<file path="src/core/test_link_regs.svh">
// Message codes, status flag bits and payload layout of the test link responder.
`ifndef TEST_LINK_REGS_SVH
`define TEST_LINK_REGS_SVH

`define CODE_VOL_UP          8'h33
`define CODE_VOL_DOWN        8'h34
`define CODE_STATUS_REQ      8'h35
`define CODE_INDICATION_REQ  8'h36
`define CODE_POWER_REQ       8'h37
`define CODE_BELL_REQ        8'h38
`define CODE_SM_REQ          8'h39
`define CODE_KEYSTROKES      8'h3A
`define CODE_HOOK_ON         8'h40
`define CODE_HOOK_OFF        8'h41
`define CODE_BEARER_SELECT   8'h46
`define CODE_SET_POWER       8'h50
`define CODE_STATUS_RSP      8'h5B
`define CODE_INDICATION_RSP  8'h5C
`define CODE_SM_RSP          8'h65
`define CODE_NO_SM_RSP       8'h66
`define CODE_FAULT_ERR       8'hF0
`define CODE_NOT_REC_ERR     8'hF1
`define CODE_NOT_PERF_ERR    8'hF2
`define CODE_RESTART         8'hFF

`define FLAG_SACCH_BIT       3
`define FLAG_TCH_BIT         2
`define FLAG_BCCH_BIT        1
`define FLAG_SDCCH_BIT       0
`define SPARE_STATUS         4'h0
`define SPARE_INDICATION     7'h00

`define SM_NULL_POS          8'h00
`define SM_OA_POS            8'h01
`define SM_SC_POS            8'h0D
`define SM_ADDR_LEN          4'hC
`define SM_UDL_POS           8'h22
`define SM_FIXED_LEN         8'h23
`define SM_UD_MAX            8'h8C
`define SM_DEPTH             175

`define LEN_ONE              8'h01
`define LEN_TWO              8'h02
`define NULL_BYTE            8'h00

`endif

</file>
<file path="src/core/sm_mem_if.sv">
// Read and write port between the responder and its short message store.
`timescale 1ns/1ps
interface sm_mem_if;
  logic       wr_en;
  logic [7:0] wr_addr;
  logic [7:0] wr_data;
  logic       rd_en;
  logic [7:0] rd_addr;
  logic [7:0] rd_data;

  modport ctrl (output wr_en, output wr_addr, output wr_data,
                output rd_en, output rd_addr, input rd_data);
  modport mem  (input wr_en, input wr_addr, input wr_data,
                input rd_en, input rd_addr, output rd_data);
endinterface

</file>
<file path="src/core/sm_store_mem.sv">
// Byte store for one short message payload with registered read data.
`timescale 1ns/1ps
`include "test_link_regs.svh"
module sm_store_mem #(
  parameter int DEPTH = `SM_DEPTH
) (
  // Clock and reset
  input  wire logic clk,
  input  wire logic rst_n,
  // Access port
  sm_mem_if.mem     port
);

  logic [7:0] mem [DEPTH];
  logic [7:0] rd_data_r;

  // Contents are not reset; the responder only uses read data after a store is flagged.
  always_ff @(posedge clk)
  begin
    if (port.wr_en && (int'(port.wr_addr) < DEPTH))
    begin
      mem[port.wr_addr] <= port.wr_data;
    end
  end

  always_ff @(posedge clk or negedge rst_n)
  begin
    if (!rst_n)
    begin
      rd_data_r <= 8'h00;
    end
    else if (port.rd_en)
    begin
      rd_data_r <= (int'(port.rd_addr) < DEPTH) ? mem[port.rd_addr] : 8'h00;
    end
  end

  assign port.rd_data = rd_data_r;

endmodule // sm_store_mem

</file>
<file path="src/flat_wrapper.sv">
// flat-port wrapper written by rule: the top's interface ports become plain ports
module sm_store_mem_flat 
#(
  parameter int DEPTH = `SM_DEPTH
)
  (clk, rst_n, port_wr_en, port_wr_addr, port_wr_data, port_rd_en, port_rd_addr, port_rd_data);
  sm_mem_if port_i ();
  input  wire logic clk;
  input  wire logic rst_n;
  input wire logic [$bits(port_i.wr_en)-1:0] port_wr_en;
  input wire logic [$bits(port_i.wr_addr)-1:0] port_wr_addr;
  input wire logic [$bits(port_i.wr_data)-1:0] port_wr_data;
  input wire logic [$bits(port_i.rd_en)-1:0] port_rd_en;
  input wire logic [$bits(port_i.rd_addr)-1:0] port_rd_addr;
  output wire logic [$bits(port_i.rd_data)-1:0] port_rd_data;
  assign port_i.wr_en = port_wr_en;
  assign port_i.wr_addr = port_wr_addr;
  assign port_i.wr_data = port_wr_data;
  assign port_i.rd_en = port_rd_en;
  assign port_i.rd_addr = port_rd_addr;
  assign port_rd_data = port_i.rd_data;
  sm_store_mem #(.DEPTH(DEPTH)) u_core (.clk(clk), .rst_n(rst_n), .port(port_i));
endmodule
</file>
<file path="config.mk">
export PLATFORM = sky130hd
export DESIGN_NAME = sm_store_mem_flat
export DESIGN_NICKNAME = d
export VERILOG_FILES = /design/src/core/sm_mem_if.sv /design/src/core/sm_store_mem.sv /design/src/flat_wrapper.sv
export VERILOG_INCLUDE_DIRS = /design/src /design/src/core
export SDC_FILE = /design/constraint.sdc
export NUM_CORES = 1
export LEC_CHECK = 0
export BUFFER_PORTS_ARGS = -buffer_cell sky130_fd_sc_hd__buf_2
export CAP_MARGIN = 20
export CORE_UTILIZATION = 44
export DETAILED_ROUTE_END_ITERATION = 10
export GPL_TIMING_DRIVEN = 0
export PLACE_DENSITY = 0.64
export SLEW_MARGIN = 10
export SYNTH_ARGS = -nofsm -noshare
export SYNTH_HDL_FRONTEND = slang
export SYNTH_SLANG_ARGS = --single-unit
export TNS_END_PERCENT = 20
</file>
<file path="constraint.sdc">
create_clock -name clk -period 2.7 [get_ports clk]
set_input_delay 0.27 -clock clk [delete_from_list [all_inputs] [get_ports clk]]
set_output_delay 0.27 -clock clk [all_outputs]
set_load 0.005 [all_outputs]
</file>
==> summary.md <==
| Metric | Value |
|---|---|
| Cell area after placement | 0.05733 mm^2 |
| Number of hold violations in the final report | 0 |
| RR Startpoint | u_core.mem[71][3]$_DFFE_PP_ |
| Accumulated negative setup slack | -0.3069 ns |
| Number of antenna violations at the first check in global routing | 15 |
| Area taken by flip-flops and latches | ~0.042 mm^2 |
| Number of clock buffers inserted by TritonCTS | approximately 140 |
| Result of the run | complete, but fails checks |
| Worst Hold Path Cells | 1 |
| Largest area contributor in the netlist | sky130_fd_sc_hd__edfxtp_1 |
| Post-synth cell types | 53 |
| Ratio of total power to cell area | between 700 and 800 mW/mm^2 |
| Worst slew slack as a fraction of its limit | between 20% and 30% |
| Insertion delay of the later-clocked pin in the worst-skew pair | 0.76 ns |
| Library cell contributing the largest single delay on the critical path | sky130_fd_sc_hd__buf_2 |
| Tightest Pin Transition | 1.182 ns |
| Number of nets produced by synthesis | 2600 |
| Util after Layout | between 50% and 60% |
| Final worst path period need | between 2 and 3 ns |
| Synthesized cell area | 0.05475 mm^2 |
| Delay contributed by the slowest stage of the critical path | 0.51 ns |
| CTS sink count | 1408 |
| Maximum fanout along the worst path | 10 |
| Initial Util | 44.28% |
| Reg clk slew, reported paths | 0.06 ns |
| CP Data Required Time | approximately 3.4 ns |
| Top_reg_cell synth | sky130_fd_sc_hd__edfxtp_1 |
| Final global-route overflow total | 0 |
| Total wire length | about 170 mm |
| Via Count | ~29000 |
| Fraction of the yosys area taken by sequential cells | between 70% and 80% |
| Number of placement rows | roughly 130 |
| Unrepaired setup endpoints after global routing | yes |
| Largest net degree at the start of global routing | about 140 |
| Largest cells by area after synthesis | sky130_fd_sc_hd__edfxtp_1, sky130_fd_sc_hd__mux4_2, sky130_fd_sc_hd__mux2i_1 |
| Count of flip-flops with a built-in enable after synthesis | 1400 |
| Area used by multi-input combinational logic | 0.01177 mm^2 |
| Register-to-register setup slack | around 0.14 ns |
| Worst-path cell chain | buf_4, buf_2, buf_4, clkbuf_4, mux2i_1, a221oi_1, nand2_1, a31oi_1, o22ai_2, o21ai_1 |
| Count of input and output buffers | 32 |
| Cell count after placement | around 4300 |
| Die height | around 350 um |
| Hold slack final | around 0.012 ns |
| Number of global-route vias before repair | approximately 29000 |
| Number of warnings issued by yosys | 0 |
| Class of the most critical setup path | in2reg |
| CP endpoint kind | flop |
| Leakage power | between 15 and 20 nW |
| Mean area per synthesized cell | approximately 21 um^2 |
| Final Cycle Share | 103.0% |
| Final std cells w/o fill | roughly 4500 |
| Violations in the final reports | setup timing |
| Clock root cell | sky130_fd_sc_hd__clkbuf_16 |
| Boundary Pins | 36 |
| Buffering stage count on the worst path with inverters included | 4 |
| Routed vias/inst | around 6.5 |
| First-pass GRT wire length | about 230 mm |
| Endpoint of the worst hold-timing path | u_core.mem[134][4]$_DFFE_PP_ |
| Number of pins with negative max-slew slack in the final report | 0 |
| Cell area after layout | ~0.063 mm^2 |
| Worst hold-check path type | in2reg |
| Area share of the leading cell type in the synthesized netlist | around 77% |
| Number of nets still failing antenna checks after routing | 0 |
| Synth async-reset ratio | less than 1% |
| GP Congestion | ~1 |
| Total of fill cells in the finished design | between 9000 and 10000 |
| Highest Clock Rate | ~0.36 GHz |
| Critical Path Start Type | input pin |
| Die outline area | 0.1258 mm^2 |
| Tot GR Track Use | 27.32% |
| Share of final-layout standard cells stronger than drive strength 1 | between 20% and 30% |
| Arrival time reported for the critical path endpoint | 3.46 ns |
| Max-cap viol count | 0 |
| Count of cells along the worst register-to-register path | 5 |
| CTS tree | built |
| Number of nets in the final layout | 2800 |
| Routed length per placed instance | roughly 38 um |
| Width of the chip | ~350 um |
| #FFs+latches synth | between 1000 and 1500 |
| Initial DRT Pass Iterations | 6 |
| Initial DRC Count | about 4900 |
| Half-perimeter wire length after detailed placement | 109.1 mm |
| Fin Clk Skew | a little under 0.02 ns |
| Cell mode on critical path | sky130_fd_sc_hd__buf_4 |
| Worst ir drop on vdd | 0.0006604 V |
| Startpoint of the lowest-slack hold path | port_wr_data[4] |
| Clk buf depth | 3 |
| Setup WS post-layout | -0.08035 ns |
| R2r endpoint | u_core.port.rd_data[3]$_DFFE_PN0P_ |
| Area growth, synth to finish | 14.18% |
| Critical path's top delay family | buffers and inverters |
| Placeable Area | roughly 0.12 mm^2 |
| Count of unresolved DRC violations after routing | 0 |
| Mapped Cells | 2572 |
| H-tree depth | 4 |
| Final setup violation count | 7 |
## sequential cells by signal (all words and copies together) (netlist names)
signal,flops
u_core.port.rd_data,8
u_core.mem,1400
## per-layer routing
| layer | routed length (um) | track usage [%] | vias to the layer above |
|---|---|---|---|
| met5 | 99 | 0 | - |
| met4 | 9595 | 13.42 | 16 |
| met3 | 21720 | 8.041 | 457 |
| met2 | 76420 | 40.42 | 2231 |
| met1 | 63570 | 37.12 | 15613 |
| li1 | - | - | 11177 |
## worst reg2reg max path, cell delays in order (launching register included)
cell and delay (ns):
sky130_fd_sc_hd__edfxtp_1 0.35, sky130_fd_sc_hd__mux4_2 0.49, sky130_fd_sc_hd__mux4_2 0.55, sky130_fd_sc_hd__o2111ai_1 0.47, sky130_fd_sc_hd__a22oi_1 0.31, sky130_fd_sc_hd__a211o_1 0.29
## cells in the final DEF, fill, tap and decap left out, types with 15 or more instances in the layout
| cell type | instances |
|---|---|
| sky130_fd_sc_hd__mux4_2 | 326 |
| sky130_fd_sc_hd__a22o_1 | 18 |
| sky130_fd_sc_hd__clkinv_1 | 36 |
| sky130_fd_sc_hd__a221oi_1 | 25 |
| sky130_fd_sc_hd__buf_2 | 34 |
| sky130_fd_sc_hd__mux2i_1 | 128 |
| sky130_fd_sc_hd__clkbuf_16 | 147 |
| sky130_fd_sc_hd__o21ai_0 | 17 |
| sky130_fd_sc_hd__nand2_1 | 74 |
| sky130_fd_sc_hd__o221ai_1 | 15 |
| sky130_fd_sc_hd__clkbuf_2 | 27 |
| sky130_fd_sc_hd__a21oi_1 | 25 |
| sky130_fd_sc_hd__nand3_1 | 16 |
| sky130_fd_sc_hd__o22ai_1 | 17 |
| sky130_fd_sc_hd__buf_4 | 36 |
| sky130_fd_sc_hd__clkinv_2 | 17 |
| sky130_fd_sc_hd__nor2_1 | 203 |
| sky130_fd_sc_hd__bufinv_16 | 15 |
| sky130_fd_sc_hd__clkbuf_1 | 53 |
| sky130_fd_sc_hd__edfxtp_1 | 1400 |
| sky130_fd_sc_hd__buf_6 | 44 |
| sky130_fd_sc_hd__a22oi_1 | 21 |
## synth_stat cells (15+ instances only)
library cell               count
sky130_fd_sc_hd__mux2i_1     129
sky130_fd_sc_hd__edfxtp_1   1400
sky130_fd_sc_hd__clkbuf_1     59
sky130_fd_sc_hd__a21oi_1      25
sky130_fd_sc_hd__a221oi_1     28
sky130_fd_sc_hd__nor2_1      204
sky130_fd_sc_hd__a22oi_1      21
sky130_fd_sc_hd__o221ai_1     15
sky130_fd_sc_hd__buf_2        44
sky130_fd_sc_hd__nand2_1      74
sky130_fd_sc_hd__buf_6        25
sky130_fd_sc_hd__mux4_2      326
sky130_fd_sc_hd__o21ai_0      17
sky130_fd_sc_hd__a22o_1       18
sky130_fd_sc_hd__o22ai_1      20
sky130_fd_sc_hd__nand3_1      17
## power breakdown
part	switching, W	internal (W)	total (W)
logic	0.00189	0.000865	0.00276
clock network	0.00845	0.0115	0.0200
registers	0.0000553	0.0241	0.0241
## metrics by stage
step / setup slack, ns / power (W)
6_report: -0.08035 / 0.04688
5_1_grt: -0.01757 / 0.04771
4_1_cts: -0.03856 / 0.04681
3_5_place_dp: -1.966 / 0.02721
3_3_place_gp: -2.662 / 0.02715
2_1_floorplan: 0.3341 / 0.02577
## cells by family after synthesis
group | Yosys count | synth area share [%]
and+or+nand+nor | 350 | 2.724
DFF | 1408 | 77.16
muxes | 461 | 15.89
buffers and inverters | 159 | 1.623
AOI/OAI and AO/OA | 194 | 2.605
## worst max-delay path by stage
| stage | cells after the start | slack (ns) | from | endpoint |
|---|---|---|---|---|
| final | 10 | -0.08 | port_rd_addr[1] | u_core.port.rd_data[1]$_DFFE_PN0P_ |
| after global routing | 10 | -0.02 | port_rd_addr[0] | u_core.port.rd_data[3]$_DFFE_PN0P_ |
| after CTS | 9 | -0.04 | port_rd_addr[2] | u_core.port.rd_data[5]$_DFFE_PN0P_ |
| after detailed placement | 9 | -1.97 | port_rd_addr[1] | u_core.port.rd_data[2]$_DFFE_PN0P_ |
| after global placement | 9 | -2.66 | port_rd_addr[2] | u_core.port.rd_data[2]$_DFFE_PN0P_ |
| after floorplan | 10 | 0.33 | port_rd_addr[0] | u_core.port.rd_data[1]$_DFFE_PN0P_ |
## timing repair
action | 4_1_cts | 5_1_grt
setup endpoints to repair | 8 | 7
setup buffers | 0 | 0
hold buffers | 11 | 0
resized for setup | 86 | 22
hold endpoints to repair | 318 | 0
cloned | 0 | 0
## area by class of cell
| class | instances | share of cell area, % |
|---|---|---|
| Sequential cell | 1408 | 67.57 |
| Multi-Input combinational cell | 1005 | 18.82 |
| Clock buffer | 175 | 6.085 |
| Tap cell | 1637 | 3.276 |
| Buffer | 150 | 1.755 |
| Clock inverter | 88 | 1.429 |
| Timing Repair Buffer | 56 | 0.9607 |
| Inverter | 8 | 0.05204 |
| Antenna cell | 12 | 0.04804 |
No activity file was read; power rests on OpenSTA's default activity.
